===== config.mk =====
export PLATFORM = sky130hd
export DESIGN_NAME = pzg_port
export DESIGN_NICKNAME = d
export VERILOG_FILES = /design/src/pzg_pkg.sv /design/src/pzg_pin.sv /design/src/pzg_port.sv
export VERILOG_INCLUDE_DIRS = /design/src
export SDC_FILE = /design/constraint.sdc
export NUM_CORES = 1
export LEC_CHECK = 0
export BUFFER_PORTS_ARGS = -buffer_cell sky130_fd_sc_hd__buf_2
export CAP_MARGIN = 0
export CELL_PAD_IN_SITES_DETAIL_PLACEMENT = 0
export CELL_PAD_IN_SITES_GLOBAL_PLACEMENT = 1
export CORE_MARGIN = 2
export CORE_UTILIZATION = 37
export CTS_CLUSTER_DIAMETER = 200
export DETAILED_ROUTE_END_ITERATION = 10
export GPL_ROUTABILITY_DRIVEN = 0
export GPL_TIMING_DRIVEN = 0
export PLACE_DENSITY_LB_ADDON = 0.1
export SYNTH_ARGS = -nofsm -noshare
export SYNTH_HDL_FRONTEND = slang
export SYNTH_SLANG_ARGS = --single-unit

===== constraint.sdc =====
create_clock -name clk_i -period 3.57 [get_ports clk_i]
set_input_delay 0.714 -clock clk_i [delete_from_list [all_inputs] [get_ports clk_i]]
set_output_delay 0.714 -clock clk_i [all_outputs]
set_load 0.005 [all_outputs]

===== src/pzg_map.svh =====
// Port zero register map, field layout and reset values.
// Assumes a 32-bit classic Wishbone slave, one register per aligned word.
// How it works
// RULE1: Normal data read returns pin levels
// RULE2: Read-modify-write data read returns latch value
// RULE3: Control registers read back last written value (code returns stop_mode_i, not the written bit, in standby bit 1)
// RULE4: Software never writes unused or disabled addresses
// RULE5: Unused address reads complete, data undefined
// RULE6: Reset clears the data latch
// RULE7: Reset clears analog disable, pins analog
// RULE8: Port has latch, direction, pull-up, analog-disable
// RULE9: Pins 0,1,3,4 feed irq, converter, comparator
// RULE10: Direction one drives latch, zero is input
// RULE11: Digital input only when analog-disable bit set
// RULE12: Pull-up on when bit set, off driving low
// RULE13: Standby float: pins float, inputs forced low (code leaves inputs of pins with irq_en_i set passing the pad level)
`ifndef PZG_MAP_SVH
`define PZG_MAP_SVH

// Register byte offsets
`define PZG_OFS_DATA     8'h00
`define PZG_OFS_DIR      8'h04
`define PZG_OFS_PULLUP   8'h08
`define PZG_OFS_ADIS     8'h0C
`define PZG_OFS_STBY     8'h10

// Reset values
`define PZG_RST_DATA     8'h00
`define PZG_RST_DIR      8'h00
`define PZG_RST_PULLUP   8'h00
`define PZG_RST_ADIS     8'h00
`define PZG_RST_STBY     2'h0

// Standby control fields
`define PZG_STBY_FLOAT   0
`define PZG_STBY_ENTER   1

// Value returned from unused addresses
`define PZG_UNUSED_DATA  32'h0000_0000

`endif


===== src/pzg_pkg.sv =====
// Types shared by the port zero design.
// Assumes the register map header is compiled alongside.
package pzg_pkg;

  // Wishbone slave answer phase
  typedef enum logic {
    PZG_IDLE,
    PZG_ACK
  } pzg_bus_e;

  typedef logic [7:0] pzg_byte_t;

endpackage : pzg_pkg


===== src/pzg_pin.sv =====
// One port zero pin: drive, pull-up, input gating and standby float.
// Assumes pin input already synchronous to the clock.
`timescale 1ns/1ps
`default_nettype none

module pzg_pin
  import pzg_pkg::*;
(
  // Control bits
  input  wire logic latch_i,
  input  wire logic dir_i,
  input  wire logic pullup_i,
  input  wire logic adis_i,
  input  wire logic analog_ok_i,
  input  wire logic float_i,
  input  wire logic irq_en_i,
  // Pad side
  input  wire logic pad_i,
  // Results
  output logic      out_o,
  output logic      oe_o,
  output logic      pu_o,
  output logic      dig_o,
  output logic      irq_o
);

  logic gate_off;

  // Pin drive and pull-up control
  always_comb
  begin
    gate_off = float_i & ~irq_en_i;
    oe_o     = dir_i & ~float_i;                                  // RULE10 RULE13
    out_o    = latch_i;                                           // RULE10
    pu_o     = pullup_i & ~(oe_o & ~latch_i) & ~float_i;          // RULE12
    dig_o    = (adis_i | ~analog_ok_i) & ~gate_off & pad_i;       // RULE11 RULE13
    irq_o    = float_i ? (irq_en_i & pad_i) : pad_i;              // RULE13
  end

endmodule : pzg_pin

`default_nettype wire


===== src/pzg_port.sv =====
// Port zero general I/O top: Wishbone registers and eight pins.
// Assumes inputs synchronous to clk_i, CPU flags rmw_i during RMW reads.
`timescale 1ns/1ps
`default_nettype none
`include "pzg_map.svh"

module pzg_port
  import pzg_pkg::*;
#(
  parameter int          WIDTH      = 8,
  parameter logic [7:0]  ANALOG_PIN = 8'hFF
)
(
  // Clock, reset, enable
  input  wire logic              clk_i,
  input  wire logic              rst_i,
  input  wire logic              ce_i,
  // Wishbone slave
  input  wire logic              cyc_i,
  input  wire logic              stb_i,
  input  wire logic              we_i,
  input  wire logic [7:0]        adr_i,
  input  wire logic [3:0]        sel_i,
  input  wire logic [31:0]       dat_i,
  input  wire logic              rmw_i,
  output logic      [31:0]       dat_o,
  output logic                   ack_o,
  // Standby and interrupt enables
  input  wire logic              stop_mode_i,
  input  wire logic [WIDTH-1:0]  irq_en_i,
  // Pads
  input  wire logic [WIDTH-1:0]  pad_i,
  output logic      [WIDTH-1:0]  pad_o,
  output logic      [WIDTH-1:0]  pad_oe_o,
  output logic      [WIDTH-1:0]  pullup_o,
  // Peripheral feeds
  output logic      [WIDTH-1:0]  port_in_o,
  output logic      [WIDTH-1:0]  ext_irq_o,
  output logic      [WIDTH-1:0]  analog_sel_o,
  output logic                   comparator_a_pos_sel_o,
  output logic                   comparator_a_neg_sel_o,
  output logic                   comparator_b_pos_sel_o,
  output logic                   comparator_b_neg_sel_o
);

  ////////////////////////////////////////////////////////////////////////////
  // Register state

  pzg_bus_e         bus_st,   next_bus_st;
  logic [WIDTH-1:0] port_zero_data_latch,    next_port_zero_data_latch;
  logic [WIDTH-1:0] port_zero_direction,     next_port_zero_direction;
  logic [WIDTH-1:0] port_zero_pullup_enable, next_port_zero_pullup_enable;
  logic [WIDTH-1:0] analog_input_disable_low, next_analog_input_disable_low;
  logic [1:0]       stby,     next_stby;
  logic [31:0]      rdata,    next_rdata;

  logic [WIDTH-1:0] c_out, c_oe, c_pu, c_dig, c_irq;
  logic             float_act;
  logic             req;

  // Byte lane 0 merge
  function automatic logic [WIDTH-1:0] merge(input logic [WIDTH-1:0] old_v);
    merge = sel_i[0] ? dat_i[WIDTH-1:0] : old_v;
  endfunction : merge

  // Standby float active when enabled and entered
  assign float_act = stby[`PZG_STBY_FLOAT] & stop_mode_i;                // RULE13
  assign req       = cyc_i & stb_i & (bus_st == PZG_IDLE);

  ////////////////////////////////////////////////////////////////////////////
  // Per-pin logic

  // Eight pin slices
  for (genvar g = 0; g < WIDTH; g++)
  begin : g_pin                                                          // RULE8
    pzg_pin u_pin (
      .latch_i     (port_zero_data_latch[g]),
      .dir_i       (port_zero_direction[g]),
      .pullup_i    (port_zero_pullup_enable[g]),
      .adis_i      (analog_input_disable_low[g]),
      .analog_ok_i (ANALOG_PIN[g]),
      .float_i     (float_act),
      .irq_en_i    (irq_en_i[g]),
      .pad_i       (pad_i[g]),
      .out_o       (c_out[g]),
      .oe_o        (c_oe[g]),
      .pu_o        (c_pu[g]),
      .dig_o       (c_dig[g]),
      .irq_o       (c_irq[g])
    );
  end

  ////////////////////////////////////////////////////////////////////////////
  // Bus and register next state

  always_comb
  begin
    next_bus_st                   = PZG_IDLE;
    next_port_zero_data_latch     = port_zero_data_latch;
    next_port_zero_direction      = port_zero_direction;
    next_port_zero_pullup_enable  = port_zero_pullup_enable;
    next_analog_input_disable_low = analog_input_disable_low;
    next_stby                     = stby;
    next_rdata                    = rdata;
    if (req)
    begin
      next_bus_st = PZG_ACK;
      next_rdata  = `PZG_UNUSED_DATA;                                    // RULE5
      if (we_i)
      begin
        unique case (adr_i)
          `PZG_OFS_DATA:   next_port_zero_data_latch = merge(port_zero_data_latch); // RULE10
          `PZG_OFS_DIR:    next_port_zero_direction = merge(port_zero_direction);
          `PZG_OFS_PULLUP: next_port_zero_pullup_enable = merge(port_zero_pullup_enable);
          `PZG_OFS_ADIS:   next_analog_input_disable_low = merge(analog_input_disable_low);
          `PZG_OFS_STBY:   next_stby = sel_i[0] ? dat_i[1:0] : stby;
          default:         next_stby = stby;                             // RULE4
        endcase
      end
      else
      begin
        unique case (adr_i)
          `PZG_OFS_DATA:
            next_rdata[WIDTH-1:0] = rmw_i ? port_zero_data_latch         // RULE2
                                          : pad_i;                       // RULE1
          `PZG_OFS_DIR:    next_rdata[WIDTH-1:0] = port_zero_direction;      // RULE3
          `PZG_OFS_PULLUP: next_rdata[WIDTH-1:0] = port_zero_pullup_enable;  // RULE3
          `PZG_OFS_ADIS:   next_rdata[WIDTH-1:0] = analog_input_disable_low; // RULE3
          `PZG_OFS_STBY:   next_rdata[1:0] = {stop_mode_i, stby[`PZG_STBY_FLOAT]};
          default:         next_rdata = `PZG_UNUSED_DATA;                // RULE5
        endcase
      end
    end
  end

  // Register update
  always_ff @(posedge clk_i or posedge rst_i)
  begin
    if (rst_i)
    begin
      bus_st                   <= PZG_IDLE;
      port_zero_data_latch     <= `PZG_RST_DATA;                         // RULE6
      port_zero_direction      <= `PZG_RST_DIR;
      port_zero_pullup_enable  <= `PZG_RST_PULLUP;
      analog_input_disable_low <= `PZG_RST_ADIS;                         // RULE7
      stby                     <= `PZG_RST_STBY;
      rdata                    <= 32'h0000_0000;
    end
    else if (ce_i)
    begin
      bus_st                   <= next_bus_st;
      port_zero_data_latch     <= next_port_zero_data_latch;
      port_zero_direction      <= next_port_zero_direction;
      port_zero_pullup_enable  <= next_port_zero_pullup_enable;
      analog_input_disable_low <= next_analog_input_disable_low;
      stby                     <= next_stby;
      rdata                    <= next_rdata;
    end
  end

  ////////////////////////////////////////////////////////////////////////////
  // Registered outputs

  always_ff @(posedge clk_i or posedge rst_i)
  begin
    if (rst_i)
    begin
      dat_o                  <= 32'h0000_0000;
      ack_o                  <= 1'b0;
      pad_o                  <= '0;
      pad_oe_o               <= '0;
      pullup_o               <= '0;
      port_in_o              <= '0;
      ext_irq_o              <= '0;
      analog_sel_o           <= '0;
      comparator_a_pos_sel_o <= 1'b0;
      comparator_a_neg_sel_o <= 1'b0;
      comparator_b_pos_sel_o <= 1'b0;
      comparator_b_neg_sel_o <= 1'b0;
    end
    else if (ce_i)
    begin
      dat_o        <= next_rdata;
      ack_o        <= (next_bus_st == PZG_ACK);
      pad_o        <= c_out;                                             // RULE10
      pad_oe_o     <= c_oe;                                              // RULE10
      pullup_o     <= c_pu;                                              // RULE12
      port_in_o    <= c_dig;                                             // RULE11
      ext_irq_o    <= c_irq;                                             // RULE9
      analog_sel_o <= ANALOG_PIN & ~analog_input_disable_low;            // RULE11
      // Comparator inputs on pins 0,1,3,4 while in analog mode
      comparator_a_pos_sel_o <= ~analog_input_disable_low[0];            // RULE9
      comparator_a_neg_sel_o <= ~analog_input_disable_low[1];            // RULE9
      comparator_b_pos_sel_o <= ~analog_input_disable_low[3];            // RULE9
      comparator_b_neg_sel_o <= ~analog_input_disable_low[4];            // RULE9
    end
  end

endmodule : pzg_port

`default_nettype wire


### Word-level counts from Yosys, hierarchy flattened

Cells that the tools add are included.

| word-level totals | value |
|---|---|
| register bits | 118 |
| input bits | 68 |
| output and inout bits | 85 |
| word-level logic and storage cells | 148 |

| operators by class | value |
|---|---|
| equal/unequal tests | 4 |
| muxes and demuxes | 14 |
| bitwise operators | 106 |
| reductions and logical operators | 7 |

Operators with widths:

| kind | count |
|---|---|
| $and 1x1->1 | 67 |
| $not 1->1 | 38 |
| $mux 32 | 1 |
| $reduce_and 5->1 | 5 |
| $pmux 6 s4 | 1 |
| $eq 8x4->1 const B | 2 |
| $mux 8 | 2 |
| $pmux 2 s5 | 1 |
| $mux 1 | 9 |
| $eq 8x3->1 const B | 1 |
| $eq 8x5->1 const B | 1 |
| $logic_not 8->1 | 1 |
| $not 8->8 | 1 |
| $reduce_and 2->1 | 1 |

### Logic depth before layout (Yosys ltp)

Gate-level depths: netlist of run 1.

| depth | value |
|---|---|
| depth after elaboration | 7 |
| gate-level depth with buffers | 6 |

### Cells and area by module

From an unflattened synthesis of run 1, not the netlist that was laid out.

| second synthesis, totals | value |
|---|---|
| cell total of the unflattened synthesis | 372 |
| area, all modules | 4536.9 um^2 |

Modules (own cells, without submodules):

| module | instances | cells an instance | area each (um^2) | sequential area each (um^2) |
|---|---|---|---|---|
| pzg_port | 1 | 300 | 4026.4 | 2252.2 |
| pzg_pin | 8 | 9 | 63.8 | 0.0 |

### Least setup slack after synthesis of run 1

Ideal clock, no wire load.

| timing | value |
|---|---|
| path kind | input port to flip-flop |
| start | in adr_i[5] |
| end | reg port_zero_direction[0] |
| setup time | 125 ps |
| arrival | 2086 ps |
| data required time | 3445 ps |
| slack | 1360 ps |
| stages | 4 |
| path through | or3_1 -> nor4_4 -> nand3b_2 -> mux2_2 |

| between the ends | value |
|---|---|
| cells in the longest elaborated chain, start to end | 2 |

Ends and longest elaborated chain:

| element | RTL line | text |
|---|---|---|
| start, declared | pzg_port.sv:22 | `input wire logic [7:0] adr_i,` |
| $eq 8x3->1 | pzg_port.sv:111 | `unique case (adr_i)` |
| $reduce_and 5->1 (no line) | - |  |
| end signal, assigned | pzg_port.sv:143 | `` port_zero_direction <= `PZG_RST_DIR; `` |
| end signal, assigned | pzg_port.sv:153 | `port_zero_direction <= next_port_zero_direction;` |
| end, declared | pzg_port.sv:51 | `logic [WIDTH-1:0] port_zero_direction, next_port_zero_direction;` |

No other way between the ends.
A chain may end at the register's enable or synchronous reset.

### Worst setup path in the final report of run 1

| timing | value |
|---|---|
| start | in adr_i[5] |
| end | reg port_zero_direction[2] |

The elaborated chain is that of the path after synthesis.

==> impl_results.md, run 1 <==
* Clk sinks at 90
* Via count at roughly 3100
* Most common cell in the synthesized netlist: dfrtp_1
* Setup Viol. Count Final at 0
* Worst relative slew slack at 51.58%
* CTS Buf Count at 9
* Total design power at just under 0.002 W
* P&R area growth vs syn at 23.88%
* Final ANT Viol Nets at 0
* FP Rows at 38
* Mapped Avg Cell Area at between 10 and 15 sq um
* Starting Density at between 30 and 40%
* Post-Route Skew at slightly below 0.007 ns
* Vias in the first global route at ~3000
* H-tree depth at 3
* Outcome: complete, no violations
* Core area at 10840 sq um
* Crit path required time at approximately 3.8 ns
* Post-CTS Resized at 0
* Critical Path AT at around 2.4 ns
* CTS tree: built
* Seq cells post-synth at 90
* Total grt overflow at 0
* Post-synth top cells: dfrtp_1, inv_1, mux2_2
* Wire length of the first global-routing pass at 16490 um
* Seq/Total Area, Yosys at a little over half
* Initial antenna violation count at 0
* DRT Wirelength at 10750 um
* Ports at 153
* Drt via density at between 4 and 5
* Maximum VDD drop at 0.1515 mV
* Clock root cell: clkbuf_8
* Final min period at ~2.1 ns
* Async SR Flop Fraction at 100.0%
* Crit Path Class: input port to flip-flop
* Worst skew pair latency at 0.37 ns
* Count of input and output buffers at 97
* Die H at 109.5 um
* Warnings from Yosys at 0
* CTS Hold Buffers Added at 0
* Worst hold path class: input port to asynchronous set/reset pin
* Distinct cells, synth at 37
* Die W at about 110 um
* CP Capture Type: flip-flop
* Iter 0 DRT Violations at between 100 and 150
* Tightest Pin Transition at just over 0.7 ns
* Period utilization at between 60% and 70%
* Share of post-route cells with drive strength above 1 at between 30% and 40%
* Pre-CTS setup slack at 1.026 ns
* Routed len/inst at approximately 17 um
* Crit start category: input port
* Final Slew Violations at 0
* Hold Violations, Final at 0
* Gr usage total at a little under a fifth
* Crit-path max FO at 8
* Leading cell types by total area after synthesis: dfrtp_1, mux2_2, buf_4
* Final HPWL DP at 7870 um
* Leading area contributor after synthesis: dfrtp_1
* Leak at around 2.6 nW
* PwrDens at approximately 380 nW/um^2
* Nets@finish at 567
* Clock Tree Buf Depth at 2
* Clock slew at reported path FFs at ~0.090 ns
* DRC errors left at 0
* EDFF count, synth at 0
* Die ar. at between 10000 and 15000 sq um
* Final worst setup slack at between 1 and 1.5 ns
* Max-cap violation count at 0
* Number of buffers inserted by post-CTS setup repair at 0
* Pre-antenna DRT Iters at 4
* Largest net degree at the start of global routing at slightly above 60
* Synth Instances at around 370
* Yosys top cell area share at roughly 55%
* Post-Syn Area at about 4100 sq um
* RSZ-0062 raised after global routing: no
* # diodes at 0
* Main synth FF type: dfrtp_1
* Max Clk Rate at about 470 MHz
-- sequential cells by signal, indices dropped and copies added (netlist names) --
register	cells
ack_o	1
analog_input_disable_low	8
analog_sel_o	8
dat_o	8
ext_irq_o	8
pad_o	8
pad_oe_o	8
port_in_o	8
port_zero_data_latch	8
port_zero_direction	8
port_zero_pullup_enable	8
pullup_o	8
stby	1
-- report_power, final --
group | switching, W | total, W | internal (W)
Sequential | 0.00000720 | 0.00104 | 0.00103
Clock | 0.000361 | 0.000748 | 0.000387
Combinational | 0.000104 | 0.000171 | 0.0000666
Total | 0.000473 | 0.00196 | 0.00148
-- logic make-up after synthesis --
| kind of cell | count (synthesis) | synth area share, % |
|---|---|---|
| multiplexers | 52 | 13.94 |
| flip-flops | 90 | 54.68 |
| AND/OR/NAND/NOR | 47 | 6.258 |
| other | 1 | 0.09104 |
| AO/OA/AOI/OAI | 90 | 14.49 |
| buffers and inverters | 87 | 10.54 |
-- cell usage in the layout, fill, tap and decap left out, types with 2 or more instances in the layout --
cell type,n
nand2_1,8
dfrtp_1,90
clkbuf_1,9
o2111ai_1,8
bufinv_16,2
o21ai_0,36
o22ai_1,14
a21oi_1,8
clkbuf_8,9
inv_1,42
buf_4,28
a21o_1,5
buf_2,99
clkinv_2,3
nand2_2,2
nor2_1,14
nand2b_1,2
conb_1,24
o211ai_1,8
nor3_1,3
mux2i_1,9
nand3_1,8
mux2_2,43
a31oi_1,2
a2111oi_2,5
buf_1,5
-- final timing paths --
path                                           start                            endpoint  slack, ns  cells after the start
worst max-delay path                        adr_i[5]  port_zero_direction[2]$_DFFE_PP0P_       1.42                      5
worst min-delay path                           rst_i                pad_o[4]$_DFFE_PP0P_       0.33                      2
worst max register to register     ack_o$_DFFE_PP0P_  port_zero_direction[2]$_DFFE_PP0P_       1.58                      4
worst min register to register  dat_o[2]$_DFFE_PP0P_                dat_o[2]$_DFFE_PP0P_       0.48                      1
max in group asynchronous                      rst_i  port_zero_direction[3]$_DFFE_PP0P_       2.60                      3
min in group clk_i              dat_o[2]$_DFFE_PP0P_                dat_o[2]$_DFFE_PP0P_       0.48                      1
-- cell type report --
type / instances / area (sq um)
buffer: 44 / 272.8
clock buffer: 9 / 123.9
clock inverter: 6 / 82.58
fill: 1070 / 5738
inverter: 43 / 163.9
multi-input combinational: 213 / 1519
sequential: 90 / 2252
tap: 140 / 175.2
timing repair buffer: 98 / 513.0
-- layer usage --
layer | share of wire [%] | routed length [um] | global-route usage, % | vias to the layer above
li1 | - | - | - | 1499
met1 | 48 | 5181 | 28.00 | 1514
met2 | 43 | 4641 | 27.56 | 108
met3 | 7.2 | 772 | 2.667 | 11
met4 | 1.4 | 155 | 7.052 | 0
met5 | 0 | 0 | 0 | -
-- stage by stage --
step / setup TNS [ns] / instances / hold slack [ns] / util, % / instance area [sq um]
global route: 0 / 643 / 0.3503 / 47.07 / 5102
CTS: 0 / 643 / 0.3490 / 47.07 / 5102
finish: 0 / 643 / 0.3333 / 47.07 / 5102
floorplan: 0 / 390 / 0.4540 / - / 4205
global placement: -58.16 / 627 / 0.4664 / 44.89 / 4866
detailed placement: 0 / 628 / 0.4663 / 45.16 / 4896
-- worst max-delay path, stage by stage --
cell	delay, ns
buf_2	0.09
or3_1	0.45
nor4_4	0.44
nand3b_2	0.34
mux2_2	0.37
(Power assumes the default switching activity.)
==> inputs of run 2 (changes only) <==
--- a/config.mk
+++ b/config.mk
@@ -11,7 +11,7 @@
 export CELL_PAD_IN_SITES_DETAIL_PLACEMENT = 0
 export CELL_PAD_IN_SITES_GLOBAL_PLACEMENT = 1
 export CORE_MARGIN = 2
-export CORE_UTILIZATION = 37
+export CORE_UTILIZATION = 34
 export CTS_CLUSTER_DIAMETER = 200
 export DETAILED_ROUTE_END_ITERATION = 10
 export GPL_ROUTABILITY_DRIVEN = 0
==> constraint.sdc (replaced) <==
create_clock -name clk_i -period 1.9 [get_ports clk_i]
set_input_delay 0.38 -clock clk_i [delete_from_list [all_inputs] [get_ports clk_i]]
set_output_delay 0.38 -clock clk_i [all_outputs]
set_load 0.005 [all_outputs]
==> impl_results.md, run 2 (same netlist as run 1, synthesis figures left out) <==
* Outcome: complete, no violations
* Setup Viol. Count Final at 0 (unchanged)
* Clock slew at reported path FFs at 0.07 ns (-0.02 ns)
* CP Cell Sequence: nand4b_1 -> or4_1 -> buf_2 -> a2111oi_2 -> a21o_1
* Count of input and output buffers at 97 (unchanged)
* Nets@finish at 570 (+0.53%)
* Core area at 11910 sq um (+9.9%)
* Hold Violations, Final at 0 (unchanged)
* Maximum VDD drop at 0.3473 mV (+130%)
* Crit Path Class: flip-flop to flip-flop
* Final ANT Viol Nets at 0 (unchanged)
* Largest net degree at the start of global routing at 42 (-32%)
* Final min period at roughly 1.8 ns
* CTS tree: built
* RSZ-0062 raised after global routing: no
* Worst relative slew slack at 49.14% (-2.4 points)
* CP Capture Type: flip-flop
* Largest stage delay, worst path at 0.45 ns (about the same)
* Max Clk Rate at between 500 and 600 MHz
* P&R area growth vs syn at 29.19%
* Most common cell after layout, fill and taps aside: buf_2
* Placed cell area at 4918 sq um (+0.46%)
* Via count at 3177 (+1.4%)
* Final HPWL DP at 8197 um (+4.1%)
* Clock Tree Buf Depth at 2 (unchanged)
* Clk sinks at 90 (unchanged)
* Leak at 2.709 nW (+3.7%)
* Worst skew pair latency at 0.34 ns (-0.03 ns)
* Critical Path AT at 2.08 ns (-0.32 ns)
* Vias in the first global route at 3054 (+2.9%)
* Period utilization at a little over nine tenths
* Pre-CTS setup slack at -0.3510 ns (-1.377 ns)
* Most frequent cells in the layout: buf_2, dfrtp_1, mux2_2, inv_1, o21ai_0
* Final Slew Violations at 0 (unchanged)
* Clock root cell: clkbuf_16
* Worst hold path class: input port to asynchronous set/reset pin
* Setup TNS at 0 ns (unchanged)
* Die ar. at 13010 sq um (+8.5%)
* Drt via density at 4.858 (-0.27%)
* Share of post-route cells with drive strength above 1 at 40.04% (+0.48 points)
* DRT Wirelength at 11380 um (+5.9%)
* Cell area after layout at 5321 sq um (+4.3%)
* Placed Instances at 636 (+1.3%)
* CTS Hold Buffers Added at 0 (unchanged)
* Routed len/inst at 17.40 um (+4.1%)
* H-tree depth at 3 (unchanged)
* CTS Buf Count at 9 (unchanged)
* Max-cap violation count at 0 (unchanged)
* Initial antenna violation count at 0 (unchanged)
* # diodes at 0 (unchanged)
* Post-Route Skew at 0.008204 ns (+0.001257 ns)
* Ports at 153 (unchanged)
* Slowest cell on crit path: or4_1
* WP buf/inv at 1 (unchanged)
* Crit path max-delay family: simple AND/OR/NAND/NOR gates
* Total grt overflow at 0 (unchanged)
* Crit path required time at 2.18 ns (-1.65 ns)
* Die H at 114.1 um (+4.2%)
* Iter 0 DRT Violations at 215 (+50%)
* Final core occ at 44.67% (-2.4 points)
* PwrDens at 806.7 nW/um^2 (+110%)
* Die W at 114.1 um (+4.2%)
* Wire length of the first global-routing pass at 17450 um (+5.8%)
* Starting Density at 34.58% (-3.4 points)
* Crit start category: flip-flop
* Final worst setup slack at 0.09966 ns (-1.322 ns)
* FP Rows at 40 (+5.3%)
* Gr usage total at 18.17% (-0.58 points)
* DRC errors left at 0 (unchanged)
* Final Non-Filler Cells at 654 (+1.7%)
* Tightest Pin Transition at 0.7621 ns (+0.03579 ns)
* Pre-antenna DRT Iters at 4 (unchanged)
* Crit-path max FO at 7 (-1)
-- run 2: what timing repair did --
item                       in CTS  in global routing
pin swaps                       1                  1
gates resized for setup         2                  4
buffers inserted                2                  0
setup endpoints to repair      33                 34
-- run 2: final timing paths --
check	startpoint	endpoint	slack, ns	depth (start not counted)
max	ack_o$_DFFE_PP0P_	dat_o[6]$_DFFE_PP0P_	0.1	5
min	rst_i	pullup_o[4]$_DFFE_PP0P_	0.05	2
max reg2reg	ack_o$_DFFE_PP0P_	dat_o[6]$_DFFE_PP0P_	0.1	5
min reg2reg	dat_o[3]$_DFFE_PP0P_	dat_o[3]$_DFFE_PP0P_	0.48	1
max in group asynchronous	rst_i	ext_irq_o[4]$_DFFE_PP0P_	1.05	4
min in group clk_i	dat_i[4]	port_zero_data_latch[4]$_DFFE_PP0P_	0.32	2
-- run 2: worst reg2reg max path: cells and delay by family (launching register included) --
kind,cells,cell delay [ns]
flip-flops,1,0.40
AO/OA/AOI/OAI,2,0.38
buffers and inverters,1,0.22
AND/OR/NAND/NOR,2,0.74
-- run 2: per-layer routing --
layer | GRT usage (%) | wire length, um | vias to the layer above
met5 | 0 | 0 | -
met3 | 2.329 | 559 | 10
met1 | 27.30 | 5499 | 1554
li1 | - | - | 1506
met2 | 26.94 | 5189 | 107
met4 | 6.585 | 132 | 0
-- run 2: where the power goes --
group	leakage [nW]	internal (W)	switching [W]
sequential	1.20	0.00194	0.0000136
clock	0.162	0.00123	0.000772
combinational	1.35	0.000130	0.000206
-- run 2: layout make-up --
type	instances	area [sq um]
Buffer	44	272.8
Clock buffer	11	252.7
Clock inverter	5	85.08
Fill cell	1199	6590
Inverter	43	165.2
Multi-Input combinational cell	213	1565
Sequential cell	90	2252
Tap cell	147	183.9
Timing Repair Buffer	101	544.3
-- run 2: stage by stage --
step | total power (W) | hold WS, ns
2_1_floorplan | 0.002173 | 0.4540
3_3_place_gp | 0.002307 | 0.4666
3_5_place_dp | 0.002321 | 0.4233
4_1_cts | 0.004331 | 0.05821
5_1_grt | 0.004453 | 0.07310
6_report | 0.004293 | 0.04945
==> inputs of run 3 (changes only) <==
--- a/config.mk
+++ b/config.mk
@@ -6,12 +6,13 @@
 export SDC_FILE = /design/constraint.sdc
 export NUM_CORES = 1
 export LEC_CHECK = 0
+export ABC_AREA = 1
 export BUFFER_PORTS_ARGS = -buffer_cell sky130_fd_sc_hd__buf_2
 export CAP_MARGIN = 0
 export CELL_PAD_IN_SITES_DETAIL_PLACEMENT = 0
 export CELL_PAD_IN_SITES_GLOBAL_PLACEMENT = 1
 export CORE_MARGIN = 2
-export CORE_UTILIZATION = 34
+export CORE_UTILIZATION = 33
 export CTS_CLUSTER_DIAMETER = 200
 export DETAILED_ROUTE_END_ITERATION = 10
 export GPL_ROUTABILITY_DRIVEN = 0
==> impl_results.md, run 3 <==
* Async SR Flop Fraction at 100.0% (unchanged)
* Iter 0 DRT Violations at 260 (+21%)
* Max-cap violation count at 0 (unchanged)
* Outcome: complete, no violations
* PwrDens at 765.5 nW/um^2 (-5.1%)
* Seq/Total Area, Yosys at 52.82% (-1.9 points)
* Main synth FF type: dfrtp_1
* Worst hold slack at 0.1438 ns (+0.09430 ns)
* RSZ-0062 raised after global routing: no
* Ports at 153 (unchanged)
* Starting Density at 33.79% (-0.79 points)
* Die H at 117.7 um (+3.2%)
* CTS Hold Buffers Added at 0 (unchanged)
* Clock Tree Buf Depth at 2 (unchanged)
* Initial antenna violation count at 0 (unchanged)
* Pre-antenna DRT Iters at 4 (unchanged)
* Crit-path max FO at 10 (+3)
* Distinct cells, synth at 26 (-30%)
* Final worst setup slack at 0.2085 ns (+0.1088 ns)
* Period utilization at 89.03% (-5.7 points)
* Wire length of the first global-routing pass at 20380 um (+17%)
* EDFF count, synth at 0 (unchanged)
* Vias in the first global route at 3558 (+17%)
* Post-Syn Area at 4264 sq um (+3.5%)
* Final Slew Violations at 0 (unchanged)
* Core area at 12620 sq um (+5.9%)
* Leading cell types by total area after synthesis: dfrtp_1, nand2_1, buf_4
* Worst relative slew slack at 50.73% (+1.6 points)
* Clock slew at reported path FFs at 0.07 ns (about the same)
* Leak at 2.884 nW (+6.5%)
* H-tree depth at 3 (unchanged)
* CP Capture Type: flip-flop
* DRC errors left at 0 (unchanged)
* Maximum VDD drop at 0.3377 mV (-2.8%)
* Clock root cell: clkbuf_16
* Clk sinks at 90 (unchanged)
* Max Clk Rate at 591.2 MHz (+6.4%)
* Warnings from Yosys at 0 (unchanged)
* Die W at 117.7 um (+3.2%)
* Synth Instances at 488 (+33%)
* Hold Violations, Final at 0 (unchanged)
* Seq cells post-synth at 90 (unchanged)
* Final core occ at 42.94% (-1.7 points)
* Pre-CTS setup slack at 0.03241 ns (+0.3834 ns)
* # diodes at 0 (unchanged)
* CTS tree: built
* Leading area contributor after synthesis: dfrtp_1
* Count of input and output buffers at 101 (+4.1%)
* Crit path required time at 2.12 ns (-0.06 ns)
* Routed len/inst at 15.87 um (-8.8%)
* Final ANT Viol Nets at 0 (unchanged)
* Post-CTS Resized at 0 (-2)
* Final HPWL DP at 9696 um (+18%)
* Die ar. at 13850 sq um (+6.4%)
* Setup Viol. Count Final at 0 (unchanged)
* Critical Path AT at 1.91 ns (-0.17 ns)
* Worst skew pair latency at 0.35 ns (about the same)
* Final Non-Filler Cells at 802 (+23%)
* Final min period at 1.691 ns (-0.1088 ns)
* Most common cell in the synthesized netlist: nand2_1
* Crit Path Class: flip-flop to flip-flop
* FILL cells at 1343 (+12%)
* Tightest Pin Transition at 0.7376 ns (-0.02457 ns)
* Post-synth top cells: nand2_1, dfrtp_1, o21ai_0
* Via count at 3574 (+12%)
* Share of post-route cells with drive strength above 1 at 30.32% (-9.7 points)
* Post-Route Skew at 0.009122 ns (+0.0009174 ns)
* Yosys top cell area share at 52.82% (-1.9 points)
* Most common cell after layout, fill and taps aside: nand2_1
* Most frequent cells in the layout: nand2_1, buf_2, dfrtp_1, o21ai_0, inv_1
* CTS Buf Count at 9 (unchanged)
* Placed Instances at 786 (+24%)
* Drt via density at 4.456 (-8.3%)
* Total grt overflow at 0 (unchanged)
* Number of buffers inserted by post-CTS setup repair at 0 (-2)
* Gr usage total at 19.32% (+1.1 points)
* FP Rows at 41 (+2.5%)
* Cell area after layout at 5419 sq um (+1.8%)
* DRT Wirelength at 12720 um (+12%)
* Crit start category: flip-flop
* Nets@finish at 693 (+22%)
* Worst hold path class: input port to asynchronous set/reset pin
* P&R area growth vs syn at 27.08%
* Placed cell area at 5115 sq um (+4.0%)
* Largest net degree at the start of global routing at 36 (-14%)
* Mapped Avg Cell Area at 8.738 sq um (-22%)
-- run 3: cell types whose count changed after synthesis, moves of 9 or more --
cell / before / now
mux2i_1: 9 / 0
o22ai_1: 14 / 0
mux2_2: 43 / 2
nand2_1: 8 / 166
o21ai_1: 0 / 31
nand3_1: 8 / 22
-- run 3: metal layers --
layer / GRT usage [%] / share of wire [%]
met5: 0 / 0
met4: 7.304 / 1.6
met3: 3.343 / 4.7
met2: 29.61 / 46
met1: 27.30 / 48
-- run 3: logic make-up (layout without fill, tap and decap cells) --
kind of cell	Yosys count	count (layout)	synth area share [%]
AND/OR/NAND/NOR	215	215	22.48
AO/OA/AOI/OAI	94	94	12.68
flip-flops	90	90	52.82
buffers and inverters	86	205	11.41
multiplexers	2	2	0.5281
other	1	24	0.08794
-- run 3: final timing paths --
kind | start | endpoint | slack (ns) | cells after the start
setup / recovery | stby[0]$_DFFE_PP0P_ | port_in_o[1]$_DFFE_PP0P_ | 0.21 | 4
hold / removal | rst_i | ext_irq_o[5]$_DFFE_PP0P_ | 0.14 | 2
setup reg to reg | stby[0]$_DFFE_PP0P_ | port_in_o[1]$_DFFE_PP0P_ | 0.21 | 4
hold reg to reg | pad_o[4]$_DFFE_PP0P_ | pad_o[4]$_DFFE_PP0P_ | 0.47 | 2
max in group asynchronous | rst_i | dat_o[1]$_DFFE_PP0P_ | 1.13 | 3
min in group clk_i | irq_en_i[5] | ext_irq_o[5]$_DFFE_PP0P_ | 0.31 | 3
-- run 3: where the power goes --
part           switching (W)  leakage (nW)  total [W]  internal (W)
Combinational       0.000207          1.53   0.000349      0.000142
Clock               0.000802         0.138    0.00183       0.00103
Sequential         0.0000206          1.22    0.00197       0.00195
-- run 3: layout make-up --
type	instances	area (sq um)	area share, %
Sequential cell	90	2252	41.56
Clock inverter	7	78.83	1.455
Timing Repair Buffer	103	545.5	10.07
Multi-Input combinational cell	335	1612	29.74
Buffer	46	336.6	6.211
Clock buffer	9	225.2	4.156
Inverter	40	153.9	2.840
Tap cell	172	215.2	3.971
-- run 3: worst max-delay path, stage by stage, from the launching register on --
cell and delay, ns:
dfrtp_1 0.36, nand2_1 0.28, buf_2 0.32, o211ai_1 0.44, o21ai_0 0.15
-- run 3: stage by stage --
step	total power (W)	setup TNS, ns
after global placement	0.002347	-17.60
final	0.004148	0
after CTS	0.004196	0
after global routing	0.004315	0
after floorplan	0.002206	0
after detailed placement	0.002360	0
